### src/verilog/ics_regs.vh
// Register offsets, mask bits and timing constants for the calibration sequencer
`ifndef ICS_REGS_VH
`define ICS_REGS_VH

// APB byte offsets
`define ICS_CTRL_ADDR      12'h000
`define ICS_MASK_ADDR      12'h004
`define ICS_STATUS_ADDR    12'h008
`define ICS_DONE_ADDR      12'h00C
`define ICS_FAULT_ADDR     12'h010
`define ICS_ADCSEL_ADDR    12'h014

// Control fields
`define ICS_CTRL_START     0
`define ICS_CTRL_RETUNE    1
`define ICS_CTRL_FULL      2

// Status fields
`define ICS_ST_BUSY        0
`define ICS_ST_DONE        1
`define ICS_ST_FAIL        2
`define ICS_ST_PORT_EN     3

// Mask bit positions (transmit, D0..D7)
`define ICS_B_TX_QUAD      5'h00
`define ICS_B_TX_LEAK      5'h01
`define ICS_B_TX_LBDLY     5'h02
`define ICS_B_TX_DUTY      5'h03
`define ICS_B_TX_BBF       5'h04
`define ICS_B_TX_FGD       5'h05
`define ICS_B_TX_ATT       5'h06
`define ICS_B_TX_DAC       5'h07
// Receive bits used by the sequencer
`define ICS_B_RX_RC        5'h09
`define ICS_B_RX_FLASH     5'h0A
`define ICS_B_RX_DAC       5'h0B
`define ICS_B_RX_DUTY      5'h0C
`define ICS_B_RX_LOWPOWER_ADC_CAL     5'h0D
`define ICS_B_RX_CUTOFF    5'h0E
`define ICS_B_RX_GDLY      5'h0F
`define ICS_B_RX_QTONE     5'h10
`define ICS_B_RX_QFLAT     5'h11
`define ICS_B_RX_LODLY     5'h12
`define ICS_B_RX_RFOFS     5'h13
`define ICS_B_RX_GPDLY     5'h14

// Reset values and fixed masks
`define ICS_MASK_RESET     32'hFFFF_FFFF
`define ICS_LO_RETUNE_MASK 32'h000B_902B
`define ICS_OVERRIDE_MASK  32'h000A_0007
`define ICS_FULL_MASK      32'h001F_F7FF
// Bits D3..D7 and the non-overridable receive bits always run
`define ICS_FORCED_MASK    32'h0015_FEF8

// Step length, in ns, and tone count for the tone-swept quadrature step
`define ICS_STEP_NS        1000
`define ICS_CLK_NS         100
`define ICS_TONES          4

`endif

### src/verilog/ics_sequencer.v
// Initial calibration sequencer with APB register access
`timescale 1ns/1ps
`include "ics_regs.vh"

////////////////////////////////////////////////////////////////////////////////
module ics_sequencer #(
   parameter STEP_CYCLES = (`ICS_STEP_NS + `ICS_CLK_NS - 1) / `ICS_CLK_NS,
   parameter TONES       = `ICS_TONES
) (
   // APB slave
   input  wire        pclk,
   input  wire        presetn,
   input  wire        psel,
   input  wire        penable,
   input  wire        pwrite,
   input  wire [11:0] paddr,
   input  wire [31:0] pwdata,
   output reg  [31:0] prdata,
   output reg         pready,
   output reg         pslverr,
   // Calibration engine result
   input  wire        step_fail,
   // Datapath control
   output reg         data_port_en,
   output reg         tone_inject,
   output reg         loopback_en,
   output reg         tx_siggen_en,
   output reg         rx_cal_active,
   output reg  [4:0]  cur_step,
   output reg         apply_digital,
   output reg         apply_analog,
   output reg         apply_fast_adc,
   output reg         apply_lowpower_adc
);

   // Step order: prerequisites first
   localparam NSTEPS = 20;
   localparam [2:0] S_IDLE = 3'b001;
   localparam [2:0] S_RUN  = 3'b010;
   localparam [2:0] S_DONE = 3'b100;

   reg  [2:0]  state;
   reg  [31:0] cal_mask;
   reg  [31:0] run_mask;
   reg  [31:0] done_bits;
   reg  [31:0] fail_bits;
   reg         adc_lowpower;
   reg         busy;
   reg         seq_done;
   reg         seq_fail;
   reg  [4:0]  idx;
   reg  [15:0] cnt;
   reg  [7:0]  tone;
   reg  [4:0]  bitpos;
   reg  [4:0]  step_bit;
   reg         start_req;
   reg  [31:0] start_mask;

   wire wr_en = psel & penable & pwrite;
   wire rd_en = psel & penable & ~pwrite;

   ////////////////////////////////////////////////////////////////////////////
   // Dependency ordered table; index to mask bit
   // D7, D4, D3 transmit bits first; D2, D0, D1, D5, D6 last
   always @* begin
      case (idx)
         5'd0:    step_bit = `ICS_B_TX_DAC;
         5'd1:    step_bit = `ICS_B_TX_BBF;
         5'd2:    step_bit = `ICS_B_TX_DUTY;
         5'd3:    step_bit = `ICS_B_RX_RC;
         5'd4:    step_bit = `ICS_B_RX_FLASH;
         5'd5:    step_bit = `ICS_B_RX_DAC;
         5'd6:    step_bit = `ICS_B_RX_LOWPOWER_ADC_CAL;
         5'd7:    step_bit = `ICS_B_RX_CUTOFF;
         5'd8:    step_bit = `ICS_B_RX_DUTY;
         5'd9:    step_bit = `ICS_B_RX_GDLY;
         5'd10:   step_bit = `ICS_B_RX_RFOFS;
         5'd11:   step_bit = `ICS_B_RX_LODLY;
         5'd12:   step_bit = `ICS_B_RX_GPDLY;
         5'd13:   step_bit = `ICS_B_RX_QTONE;
         5'd14:   step_bit = `ICS_B_RX_QFLAT;
         5'd15:   step_bit = `ICS_B_TX_LBDLY;
         5'd16:   step_bit = `ICS_B_TX_QUAD;
         5'd17:   step_bit = `ICS_B_TX_LEAK;
         5'd18:   step_bit = `ICS_B_TX_FGD;
         default: step_bit = `ICS_B_TX_ATT;
      endcase
   end

   // Step kind decode
   wire is_rx = (step_bit >= 5'd9);
   wire is_adc = (step_bit == `ICS_B_RX_RC) | (step_bit == `ICS_B_RX_FLASH) |
                 (step_bit == `ICS_B_RX_DAC) | (step_bit == `ICS_B_RX_LOWPOWER_ADC_CAL);
   wire is_rx_dig = (step_bit == `ICS_B_RX_QTONE) |
                    (step_bit == `ICS_B_RX_QFLAT) |
                    (step_bit == `ICS_B_RX_GPDLY);
   wire is_rx_ana = is_rx & ~is_adc & ~is_rx_dig;
   wire uses_tone = is_rx & ~is_adc & (step_bit != `ICS_B_RX_RFOFS);
   wire needs_lb  = (step_bit == `ICS_B_TX_LBDLY) |
                    (step_bit == `ICS_B_TX_QUAD) |
                    (step_bit == `ICS_B_TX_LEAK) |
                    (step_bit == `ICS_B_TX_DUTY) |
                    (step_bit == `ICS_B_TX_ATT) |
                    (step_bit == `ICS_B_RX_LODLY);
   wire is_quad_tone = (step_bit == `ICS_B_RX_QTONE);
   wire step_sel = run_mask[step_bit];
   wire last_tone = ~is_quad_tone | (tone == TONES[7:0] - 8'h01);
   wire step_end = (cnt == STEP_CYCLES[15:0] - 16'h0001) & last_tone;
   // Engine answers for the step on cur_step, one cycle behind step_bit;
   // a one-cycle step could therefore never report a fault
   wire fail_now = step_fail & (cur_step == step_bit);

   ////////////////////////////////////////////////////////////////////////////
   // Start request from a control write
   always @* begin
      start_req  = 1'b0;
      start_mask = cal_mask;
      if (wr_en && paddr == `ICS_CTRL_ADDR) begin
         if (pwdata[`ICS_CTRL_FULL]) begin
            start_req  = 1'b1;
            start_mask = `ICS_FULL_MASK;
         end else if (pwdata[`ICS_CTRL_RETUNE]) begin
            start_req  = 1'b1;
            start_mask = `ICS_LO_RETUNE_MASK;
         end else if (pwdata[`ICS_CTRL_START]) begin
            start_req  = 1'b1;
         end
      end
   end

   ////////////////////////////////////////////////////////////////////////////
   // Sequencer state machine; idle ignores none, busy ignores new starts
   always @(posedge pclk or negedge presetn) begin
      if (!presetn) begin
         state     <= S_IDLE;
         run_mask  <= 32'h0000_0000;
         done_bits <= 32'h0000_0000;
         fail_bits <= 32'h0000_0000;
         busy      <= 1'b0;
         seq_done  <= 1'b0;
         seq_fail  <= 1'b0;
         idx       <= 5'd0;
         cnt       <= 16'h0000;
         tone      <= 8'h00;
      end else begin
         case (state)
            S_IDLE: begin
               if (start_req) begin
                  // mask selects; forced bits always run
                  run_mask  <= (start_mask & `ICS_OVERRIDE_MASK) |
                               `ICS_FORCED_MASK;
                  done_bits <= 32'h0000_0000;
                  fail_bits <= 32'h0000_0000;
                  busy      <= 1'b1;
                  seq_done  <= 1'b0;
                  seq_fail  <= 1'b0;
                  idx       <= 5'd0;
                  cnt       <= 16'h0000;
                  tone      <= 8'h00;
                  state     <= S_RUN;
               end
            end
            S_RUN: begin
               if (!step_sel || step_end) begin
                  if (step_sel) begin
                     done_bits[step_bit] <= 1'b1;
                     if (fail_now) begin
                        fail_bits[step_bit] <= 1'b1;
                        seq_fail <= 1'b1;
                     end
                  end
                  cnt  <= 16'h0000;
                  tone <= 8'h00;
                  if (idx == NSTEPS[4:0] - 5'd1) begin
                     state <= S_DONE;
                  end else begin
                     idx <= idx + 5'd1;
                  end
               end else if (cnt == STEP_CYCLES[15:0] - 16'h0001) begin
                  cnt  <= 16'h0000;
                  tone <= tone + 8'h01;
               end else begin
                  cnt <= cnt + 16'h0001;
                  if (fail_now) begin
                     seq_fail <= 1'b1;
                     fail_bits[step_bit] <= 1'b1;
                  end
               end
            end
            default: begin
               busy     <= 1'b0;
               seq_done <= 1'b1;
               state    <= S_IDLE;
            end
         endcase
      end
   end

   ////////////////////////////////////////////////////////////////////////////
   // Datapath controls, registered
   always @(posedge pclk or negedge presetn) begin
      if (!presetn) begin
         data_port_en       <= 1'b1;
         tone_inject        <= 1'b0;
         loopback_en        <= 1'b0;
         tx_siggen_en       <= 1'b0;
         rx_cal_active      <= 1'b0;
         cur_step           <= 5'd0;
         apply_digital      <= 1'b0;
         apply_analog       <= 1'b0;
         apply_fast_adc     <= 1'b0;
         apply_lowpower_adc <= 1'b0;
      end else begin
         // port off while calibrating; back on after
         data_port_en  <= ~(state == S_RUN);
         // tells the outside to isolate the receiver input
         rx_cal_active <= (state == S_RUN) & step_sel & is_rx;
         // tones for the tone-using receive steps
         tone_inject   <= (state == S_RUN) & step_sel & uses_tone;
         loopback_en   <= (state == S_RUN) & step_sel & needs_lb;
         tx_siggen_en  <= (state == S_RUN) & step_sel & ~is_rx &
                          (step_bit != `ICS_B_TX_DAC);
         cur_step      <= step_bit;
         apply_digital <= (state == S_RUN) & step_sel & step_end &
                          is_rx_dig;
         apply_analog  <= (state == S_RUN) & step_sel & step_end &
                          is_rx_ana;
         // ADC corrections to the ADC in use
         apply_fast_adc     <= (state == S_RUN) & step_sel & step_end &
                               is_adc & ~adc_lowpower;
         apply_lowpower_adc <= (state == S_RUN) & step_sel & step_end &
                               is_adc & adc_lowpower;
      end
   end

   ////////////////////////////////////////////////////////////////////////////
   // Register writes; mask held while a sequence runs
   always @(posedge pclk or negedge presetn) begin
      if (!presetn) begin
         cal_mask     <= `ICS_MASK_RESET;
         adc_lowpower <= 1'b0;
      end else if (wr_en && !busy) begin
         if (paddr == `ICS_MASK_ADDR) begin
            cal_mask <= pwdata;
         end else if (paddr == `ICS_ADCSEL_ADDR) begin
            adc_lowpower <= pwdata[0];
         end
      end
   end

   // APB read path and zero wait state answer
   always @(posedge pclk or negedge presetn) begin
      if (!presetn) begin
         prdata  <= 32'h0000_0000;
         pready  <= 1'b0;
         pslverr <= 1'b0;
      end else begin
         pready  <= psel & ~penable;
         pslverr <= 1'b0;
         prdata  <= 32'h0000_0000;
         if (psel && !penable) begin
            if (paddr == `ICS_MASK_ADDR) begin
               prdata <= cal_mask;
            end else if (paddr == `ICS_STATUS_ADDR) begin
               prdata <= {28'h000_0000, data_port_en, seq_fail,
                          seq_done, busy};
            end else if (paddr == `ICS_DONE_ADDR) begin
               prdata <= done_bits;
            end else if (paddr == `ICS_FAULT_ADDR) begin
               prdata <= fail_bits;
            end else if (paddr == `ICS_ADCSEL_ADDR) begin
               prdata <= {31'h0000_0000, adc_lowpower};
            end else if (paddr != `ICS_CTRL_ADDR) begin
               pslverr <= 1'b1;
            end
         end
      end
   end

endmodule // ics_sequencer

### config.mk
export PLATFORM = sky130hd
export DESIGN_NAME = ics_sequencer
export DESIGN_NICKNAME = d
export VERILOG_FILES = /design/src/verilog/ics_sequencer.v
export VERILOG_INCLUDE_DIRS = /design/src /design/src/verilog
export SDC_FILE = /design/constraint.sdc
export NUM_CORES = 1
export LEC_CHECK = 0
export CAP_MARGIN = 30
export CORE_MARGIN = 3
export CORE_UTILIZATION = 40
export DETAILED_ROUTE_END_ITERATION = 10
export DONT_BUFFER_PORTS = 1
export GPL_ROUTABILITY_DRIVEN = 0
export PLACE_DENSITY = 0.56
export SYNTH_ARGS = -nofsm -noshare
export SYNTH_HDL_FRONTEND = slang
export SYNTH_SLANG_ARGS = --single-unit
### constraint.sdc
create_clock -name pclk -period 6.95 [get_ports pclk]
set_clock_uncertainty 0.05 [all_clocks]
set_input_delay 1.39 -clock pclk [delete_from_list [all_inputs] [get_ports pclk]]
set_output_delay 1.39 -clock pclk [all_outputs]
set_load 0.1 [all_outputs]
==> results.md, run 1 <==
* PnR worst setup slack at 2.70 ns
* Top Ports at 98
* # DRC at 0
* Hold path startpoint: done_bits[19]
* Reg clk slew, reported paths at 0.07 ns
* Worst flop-to-flop path endpoint: tone[5]
* ANT cells at 0
* Largest net degree at the start of global routing at 187
* Fmax at 235 MHz
* DR pass1 iterations at 5
* Total track usage at 0.185
* Clock root buffer master: clkbuf_16
* CP required at 7.25 ns
* Post-synth EDFFs at 0
* Routed vias/inst at 5.74
* DP Worst Slack at 2.27 ns
* Rel. slew slack at 0.374
* Total global routing overflow at 0
* Die width at 151 µm
* GR Util met2 at 0.286
* Fin. max-slew vios at 0
* Final setup fails at 0
* Hold Vio Cnt, Final at 0
* Cell variety after synth at 74
* Initial cell density of the core at 0.412
* CTS Buffer Depth at 2
* Initial DRC count at 626
* First-pass GRT wire length at 33,100 µm
* DR vias at 6,145
* Crit-path leading delay family: simple AND/OR/NAND/NOR gates
* Mapped Area at 0.00845 mm²
* GR Util met1 at 0.262
* Area Growth Syn to Fin at 9.80%
* Reg2reg start: idx[1]
* Slowest CP cell: a21oi_2
* Reg2Reg Setup Slack at 3.05 ns
* Hold path cells at 2
* Fin nets at 851
* Leak Pwr at 4.16 nW
* Ys Warns at 0
* Fin crit period at 4.25 ns
* Pwr Density at 222 mW/mm²
* Fin util at 0.453
* Total CTS buffers at 17
* Fin crit share at 0.612
* Setup TNS at 0 ns
* Die Outline Area at 0.0229 mm²
* Worst Reg-to-Reg Cells at 10
* ANT nets after route at 0
* Port bufs at 0
* Row count at 52
* Seq cells post-synth at 186
* Worst Hold End: done_bits[19]
* Fill cells at 1,898
* Drt wl/cell at 19.4 µm
* Routed WL at 20,800 µm
* CTS resizes at 0
* Gr busiest metal: met2
* Initial antenna violation count at 0
* Hold Path Class: flop to flop
* Worst skew pair latency at 0.43 ns
* Met3 GRT Util at 0.0380
* Crit start category: input port
* Clock sinks at 186
* CP Capture Type: flop
* Status: complete, no violations
* Synthesized instance count at 802
* Layout cells sized above 1 at 0.174
* Cts hold-fix bufs at 0
* Highest cell delay on the worst timing path at 0.67 ns
* Vias in the first global route at 6,027
* Core area at 0.0205 mm²
* H-tree depth at 4
* RSZ-0062 raised after global routing: false
* Chip Height at 151 µm
* Commonest cells after routing, fill and taps aside: 152 x dfrtp_1, 100 x nand2_1, 64 x nor2_1
* Syn Area/Cell at 10.5 µm²
* CTS tree: built
* Synth async-reset ratio at 1.00
* DP Wirelength at 13,900 µm
* CP bufs+invs at 1
* Post-CTS setup repair buffer count at 0
* Commonest non-fill, non-tap cell in the layout: dfrtp_1
* Post-route design area at 0.00928 mm²
* Seq/Total Area, Yosys at 0.556
* Crit path max fanout at 18
* Peak VDD IR at 0.000136 V
* Crit path cell chain: nor4_1, nand3_1, or3_1, a21oi_2, inv_1, a21oi_2, o41ai_4, or3_1, a21oi_1
* Syn nets at 866
* Prevailing post-synth register cell: dfrtp_1
* DP Area at 0.00870 mm²
* Worst Path Arrival at 4.55 ns
* Max-cap violations at 0
* Type of the worst setup path: input port to flop
* Slew @ Worst Pin at 0.938 ns
## state kept, by name, summed over array words and instances (netlist names), 3 cells and up
register   count
cal_mask      32
cnt           16
cur_step       5
done_bits     32
fail_bits     32
idx            5
prdata        32
run_mask       6
state          3
tone           8
## report_power, final
group          internal (mW)  switching (mW)  total (mW)
registers               1.08         0.00494        1.09
logic                0.00348         0.00696      0.0104
clock network          0.510           0.453       0.963
total                   1.60           0.465        2.06
## cell families (layout without fill, tap and decap cells)
group | after synthesis | count (layout) | synth area share
and+or+nand+nor | 297 | 297 | 0.169
AOI/OAI and AO/OA | 199 | 199 | 0.166
DFF | 186 | 186 | 0.556
buffers and inverters | 60 | 58 | 0.0299
muxes | 38 | 38 | 0.0500
adders and majority gates | 14 | 14 | 0.0207
xor gates and xnor gates | 8 | 8 | 0.00829
## how the worst max path moves through the flow
| stage | end | slack (ns) | depth (start not counted) | from |
|---|---|---|---|---|
| 6_report | idx[4] | 2.70 | 9 | paddr[11] |
| 3_5_place_dp | idx[4] | 2.27 | 9 | paddr[11] |
| 2_1_floorplan | idx[4] | 3.33 | 9 | paddr[11] |
| 3_3_place_gp | idx[4] | 2.42 | 9 | paddr[11] |
| 4_1_cts | idx[4] | 2.74 | 9 | paddr[11] |
| 5_1_grt | idx[4] | 2.40 | 9 | paddr[11] |
## cells in the mapped netlist (6+ instances only)
cell / n / area (µm²)
dfrtp_1: 152 / 3800
nand2_1: 100 / 375
nor2_1: 66 / 248
o21ai_0: 55 / 275
dfstp_2: 34 / 893
mux2_2: 34 / 383
clkbuf_1: 30 / 113
a21oi_1: 29 / 145
nor2b_1: 28 / 175
nor3_1: 21 / 105
nand3_1: 19 / 95.1
a22oi_1: 18 / 135
a31oi_1: 16 / 100
a222oi_1: 14 / 140
ha_1: 14 / 175
and3_1: 12 / 75.1
inv_1: 11 / 41.3
or3_1: 9 / 56.3
o211a_1: 8 / 80.1
buf_2: 7 / 35.0
nand2b_1: 7 / 43.8
o21ai_1: 7 / 35.0
nor4_1: 6 / 37.5
## per-layer routing
metal | vias to the layer above | wire length [µm]
met5 | - | 0
met4 | 0 | 344
met3 | 27 | 1230
met2 | 211 | 9540
met1 | 3062 | 9660
li1 | 2845 | -
## per-stage QoR
| stage | hold WS (ns) | std cells | total power [mW] |
|---|---|---|---|
| 4_1_cts | 0.438 | 1070 | 2.08 |
| 3_5_place_dp | 0.422 | 1038 | 1.12 |
| 3_3_place_gp | 0.409 | 1036 | 1.12 |
| 2_1_floorplan | 0.389 | 802 | 1.12 |
| 6_report | 0.437 | 1070 | 2.06 |
| 5_1_grt | 0.466 | 1070 | 2.13 |
## cell type report
class / count / area, µm² / area share
inverter: 17 / 63.8 / 0.00688
sequential: 186 / 4700 / 0.506
clock inverter: 14 / 149 / 0.0160
clock buffer: 18 / 429 / 0.0463
multi-input combinational: 556 / 3520 / 0.380
timing repair buffer: 9 / 80.1 / 0.00863
tap: 270 / 338 / 0.0364
## worst reg2reg max path: cells and delay by family (launching register included)
kind | cells | cell delay [ns]
DFF | 1 | 0.53
buffers and inverters | 1 | 0.18
adders and majority gates | 1 | 0.23
AOI/OAI and AO/OA | 3 | 0.90
and+or+nand+nor | 5 | 1.96
Power figures use the tool's default switching activity.
==> run 2: changes to the inputs <==
PLACE_DENSITY = 0.58   (was 0.56)
clock period = 3.7 ns   (was 6.95 ns; I/O delays follow)
==> run 2 against run 1 <==
The flow now finishes with violations (hold timing); final cell count increased by 1.2%; hold slack got worse by 0.49 ns; non-clock buffer count up 13.
==> results.md, run 2 (same netlist as run 1, synthesis figures left out) <==
* Peak VDD IR at 0.000281 V (+110%)
* Chip Height at 151 µm (unchanged)
* Drt wl/cell at 19.5 µm (+0.34%)
* Initial antenna violation count at 0 (unchanged)
* Crit start category: flop
* Area Growth Syn to Fin at 11.1%
* Post-CTS setup repair buffer count at 0 (unchanged)
* ANT nets after route at 0 (unchanged)
* Commonest cells after routing, fill and taps aside: 152 x dfrtp_1, 100 x nand2_1, 64 x nor2_1
* CP required at 4.02 ns (-3.23 ns)
* Worst skew pair latency at 0.43 ns (about the same)
* Die width at 151 µm (unchanged)
* CP Capture Type: flop
* Top Ports at 98 (unchanged)
* DP Wirelength at 14,400 µm (+3.0%)
* Status: complete, but fails checks
* CTS Buffer Depth at 2 (unchanged)
* Initial DRC count at 742 (+19%)
* Hold Path Class: input port to asynchronous set/reset pin
* First-pass GRT wire length at 33,900 µm (+2.2%)
* Setup TNS at 0 ns (unchanged)
* Crit path from: idx[1]
* Port bufs at 0 (unchanged)
* Total CTS buffers at 17 (unchanged)
* Fin nets at 864 (+1.5%)
* Routed WL at 21,100 µm (+1.6%)
* Reg2reg start: idx[1]
* # DRC at 0 (unchanged)
* Row count at 52 (unchanged)
* Hold Vio Cnt, Final at 149 (+149)
* Final setup fails at 0 (unchanged)
* PnR worst setup slack at 0.266 ns (-2.43 ns)
* Max-cap violations at 0 (unchanged)
* Fin crit period at 3.43 ns
* CTS tree: built
* Total global routing overflow at 0 (unchanged)
* Fmax at 291 MHz
* DR pass1 iterations at 8 (+3)
* Commonest non-fill, non-tap cell in the layout: dfrtp_1
* Reg clk slew, reported paths at 0.07 ns (about the same)
* Leak Pwr at 4.24 nW (+1.9%)
* Fin. max-slew vios at 0 (unchanged)
* RSZ-0062 raised after global routing: false
* Pwr Density at 411 mW/mm² (+85%)
* DP Worst Slack at 0.214 ns (-2.06 ns)
* Crit path max fanout at 13 (-5)
* Fin crit share at 0.928
* Dpl cells at 1,051 (+1.3%)
* Critical Path End: tone[5]
* Fin util at 0.458 (+0.00531)
* Worst flop-to-flop path endpoint: tone[5]
* Routed vias/inst at 5.72 (-0.38%)
* Die Outline Area at 0.0229 mm² (unchanged)
* Hold slack at -0.0502 ns (-0.487 ns)
* Worst Path Arrival at 3.76 ns (-0.79 ns)
* Layout cells sized above 1 at 0.192 (+0.0181)
* Vias in the first global route at 6,162 (+2.2%)
* Final std cells w/o fill at 1,083 (+1.2%)
* Clock root buffer master: clkbuf_16
* Failing checks: hold timing
* Total track usage at 0.190 (+0.00452)
* Worst Reg-to-Reg Cells at 12 (+2)
* Clock sinks at 186 (unchanged)
* Initial cell density of the core at 0.412 (unchanged)
* Core area at 0.0205 mm² (unchanged)
* Reg2Reg Setup Slack at 0.27 ns (-2.78 ns)
* Largest net degree at the start of global routing at 187 (unchanged)
* H-tree depth at 4 (unchanged)
* Rel. slew slack at 0.389 (+0.0150)
* ANT cells at 0 (unchanged)
* DR vias at 6,196 (+0.83%)
* Slew @ Worst Pin at 0.916 ns (-0.0219 ns)
* Type of the worst setup path: flop to flop
## run 2: worst min-delay path by stage
stage / from / to / slack, ns / cells past startpoint
2_1_floorplan: presetn / adc_lowpower / 0.39 / 0
3_3_place_gp: presetn / prdata[0] / 0.40 / 0
3_5_place_dp: presetn / prdata[0] / 0.40 / 0
4_1_cts: presetn / prdata[0] / -0.07 / 0
5_1_grt: presetn / fail_bits[31] / -0.08 / 0
6_report: presetn / prdata[0] / -0.05 / 0
## run 2: report_power, final
group / total, mW / internal (mW) / leakage (nW) / switching, mW
logic: 0.0194 / 0.00653 / 1.61 / 0.0128
registers: 2.04 / 2.03 / 2.34 / 0.00921
clock network: 1.80 / 0.922 / 0.288 / 0.878
## run 2: area by class of cell
class                           count  area (µm²)
Sequential cell                   186        4700
Tap cell                          270         338
Clock buffer                       18         439
Multi-Input combinational cell    556        3530
Clock inverter                     14         150
Fill cell                        1898       11100
Inverter                           17        63.8
Timing Repair Buffer               22         165
## run 2: repair_timing
| item | CTS | global route |
|---|---|---|
| endpoints found under the hold margin | 152 | 152 |
| endpoints found under the setup margin | 0 | 2 |
| gates resized for setup | 0 | 3 |
## run 2: through the flow
step | total power [mW] | instance area (µm²) | hold slack (ns)
after CTS | 3.91 | 9380 | -0.0699
after global placement | 2.10 | 8790 | 0.400
after global routing | 4.01 | 9390 | -0.0794
after detailed placement | 2.10 | 8790 | 0.401
after floorplan | 2.10 | 8450 | 0.389
final | 3.86 | 9390 | -0.0502
## run 2: critical path: stages (launching register included)
cell       delay, ns
dfrtp_1         0.51
inv_1           0.17
ha_1            0.34
nor4bb_1        0.14
a31o_2          0.29
nor2_4          0.19
inv_2           0.11
a211oi_1        0.37
a2bb2oi_1       0.22
buf_4           0.22
nand3_1         0.37
nor3_1          0.29
a211o_1         0.12
## run 2: layer usage
layer	wire (µm)	share of wire	up-vias	track usage
met4	254	0.012	0	0.0449
met3	1420	0.067	30	0.0527
met2	9860	0.47	211	0.300
met5	0	0	-	0
li1	-	-	2879	-
met1	9580	0.45	3076	0.260
==> run 3: changes to the inputs <==
CELL_PAD_IN_SITES_DETAIL_PLACEMENT = 1   (was unset)
CELL_PAD_IN_SITES_GLOBAL_PLACEMENT = 2   (was unset)
CORE_UTILIZATION = 37   (was 40)
PLACE_DENSITY = 0.77   (was 0.58)
==> run 3 against run 2 <==
The run still ends with hold timing left; die area increased by 7.8%; hold slack got worse by 0.0039 ns; sequential share of layout area decreased by 0.29 points; sequential power about the same; setup slack got worse by 0.094 ns; highest routed layer unchanged.
==> results.md, run 3 (same netlist as run 1, synthesis figures left out) <==
* DP Worst Slack at 0.135 ns (-0.0791 ns)
* Leak Pwr at 4.25 nW (+0.35%)
* CP Capture Type: flop
* Layout cells sized above 1 at 0.197 (+0.00494)
* PnR worst setup slack at 0.173 ns (-0.0935 ns)
* Slowest CP cell: o41ai_4
* Clock root buffer master: clkbuf_16
* Fin nets at 869 (+0.58%)
* Total CTS buffers at 17 (unchanged)
* # DRC at 0 (unchanged)
* Total track usage at 0.191 (+0.00164)
* Status: complete, but fails checks
* Die Outline Area at 0.0247 mm² (+7.8%)
* Peak VDD IR at 0.000239 V (-15%)
* Drt wl/cell at 21.1 µm (+8.1%)
* Die width at 157 µm (+3.8%)
* Hold Path Class: input port to asynchronous set/reset pin
* Worst flop-to-flop path endpoint: idx[4]
* DP Area at 0.00884 mm² (+0.57%)
* CTS Buffer Depth at 2 (unchanged)
* Routed vias/inst at 5.71 (-0.22%)
* CTS tree: built
* Worst Path Arrival at 3.79 ns (+0.03 ns)
* Pwr Density at 409 mW/mm² (-0.62%)
* Core area at 0.0222 mm² (+8.1%)
* H-tree depth at 4 (unchanged)
* Initial cell density of the core at 0.381 (-0.0310)
* Worst skew pair latency at 0.43 ns (about the same)
* Setup TNS at 0 ns (unchanged)
* Hold slack at -0.0541 ns (-0.00390 ns)
* DP Wirelength at 15,500 µm (+7.8%)
* Reg clk slew, reported paths at 0.07 ns (about the same)
* Port bufs at 0 (unchanged)
* Commonest cells after routing, fill and taps aside: 152 x dfrtp_1, 100 x nand2_1, 63 x nor2_1
* Clock sinks at 186 (unchanged)
* Fmax at 284 MHz (-2.7%)
* Slew @ Worst Pin at 0.930 ns (+0.0136 ns)
* Final setup fails at 0 (unchanged)
* Top Ports at 98 (unchanged)
* Vias in the first global route at 6,642 (+7.8%)
* Type of the worst setup path: flop to flop
* Routed WL at 23,200 µm (+9.7%)
* Row count at 54 (+3.8%)
* Failing checks: hold timing
* Chip Height at 157 µm (+3.8%)
* Fin crit period at 3.53 ns (+0.0935 ns)
* Reg2reg start: idx[1]
* CP required at 3.96 ns (-0.06 ns)
* Reg2Reg Setup Slack at 0.17 ns (-0.09 ns)
* DR pass1 iterations at 6 (-2)
* Commonest non-fill, non-tap cell in the layout: dfrtp_1
* Total global routing overflow at 0 (unchanged)
* Initial DRC count at 430 (-42%)
* Tot Pwr at 3.86 mW (about the same)
* Post-route design area at 0.00944 mm² (+0.59%)
* Initial antenna violation count at 1 (+1)
* Crit path from: idx[1]
* Fill cells at 2,418 (+27%)
* Largest net degree at the start of global routing at 187 (unchanged)
* Fin crit share at 0.953 (+0.0253)
* Highest cell delay on the worst timing path at 0.63 ns (+0.12 ns)
* Critical Path End: idx[4]
* Crit start category: flop
* DR vias at 6,274 (+1.3%)
* Crit path cell chain: inv_1, ha_1, mux2i_1, nor2_1, or2_1, a211oi_1, o2bb2ai_2, o41ai_4, or3_1, a21oi_1
* Max-cap violations at 0 (unchanged)
* ANT nets after route at 0 (unchanged)
* Rel. slew slack at 0.380 (-0.00909)
* Fin. max-slew vios at 0 (unchanged)
* Worst Reg-to-Reg Cells at 10 (-2)
* Crit path max fanout at 10 (-3)
* Area Growth Syn to Fin at 11.7%
* First-pass GRT wire length at 37,300 µm (+10%)
* Hold Vio Cnt, Final at 152 (+2.0%)
## run 3: cell types whose count changed in the layout (fill, tap and decap cells not counted), moves of 2 or more
cell | before | now
buf_4 | 22 | 27
clkinv_8 | 3 | 6
inv_8 | 4 | 0
clkinv_4 | 1 | 3
## run 3: critical path, delay by kind of cell (launching register included)
family	cells	cell delay, ns
compound gates	4	1.43
fa+ha+maj	1	0.34
buf+inv	1	0.18
flops	1	0.51
mux	1	0.18
simple gates	3	0.71
## run 3: through the flow
stage / cells / utilization
2_1_floorplan: 802 / -
3_3_place_gp: 1066 / 0.399
3_5_place_dp: 1066 / 0.399
4_1_cts: 1098 / 0.425
5_1_grt: 1099 / 0.426
6_report: 1099 / 0.426
## run 3: worst min path at each step
stage                     startpoint           end  slack, ns  depth (start not counted)
final                        presetn        pready      -0.05                          0
after CTS                    presetn       pslverr      -0.08                          0
after detailed placement     presetn       pslverr       0.40                          0
after floorplan              presetn  adc_lowpower       0.39                          0
after global placement       presetn       pslverr       0.40                          0
after global routing         presetn        pready      -0.08                          0
## run 3: final cells by class
class                   count  area, µm²  share of cell area
flip-flops and latches    186       4700               0.497
multi-input cells         556       3530               0.374
clock buffers              17        425              0.0451
well taps                 280        350              0.0371
repair buffers             27        203              0.0215
clock inverters            15        168              0.0178
inverters                  17       63.8             0.00676
diodes                      1       2.50            0.000265
## run 3: layer usage
| layer | track usage | part of all wire | vias up |
|---|---|---|---|
| met5 | 0 | 0 | - |
| met4 | 0.0455 | 0.012 | 0 |
| met3 | 0.0437 | 0.042 | 17 |
| met2 | 0.313 | 0.48 | 119 |
| met1 | 0.260 | 0.46 | 3273 |
| li1 | - | - | 2865 |
## run 3: power by group
part | switching [mW] | internal (mW)
Sequential | 0.00928 | 2.03
Clock | 0.897 | 0.900
Combinational | 0.0137 | 0.00656
## run 3: timing repair
item	CTS	global route
hold endpoints to repair	152	152
endpoints found under the setup margin	0	17
buffers inserted	0	0
gates resized for setup	0	3
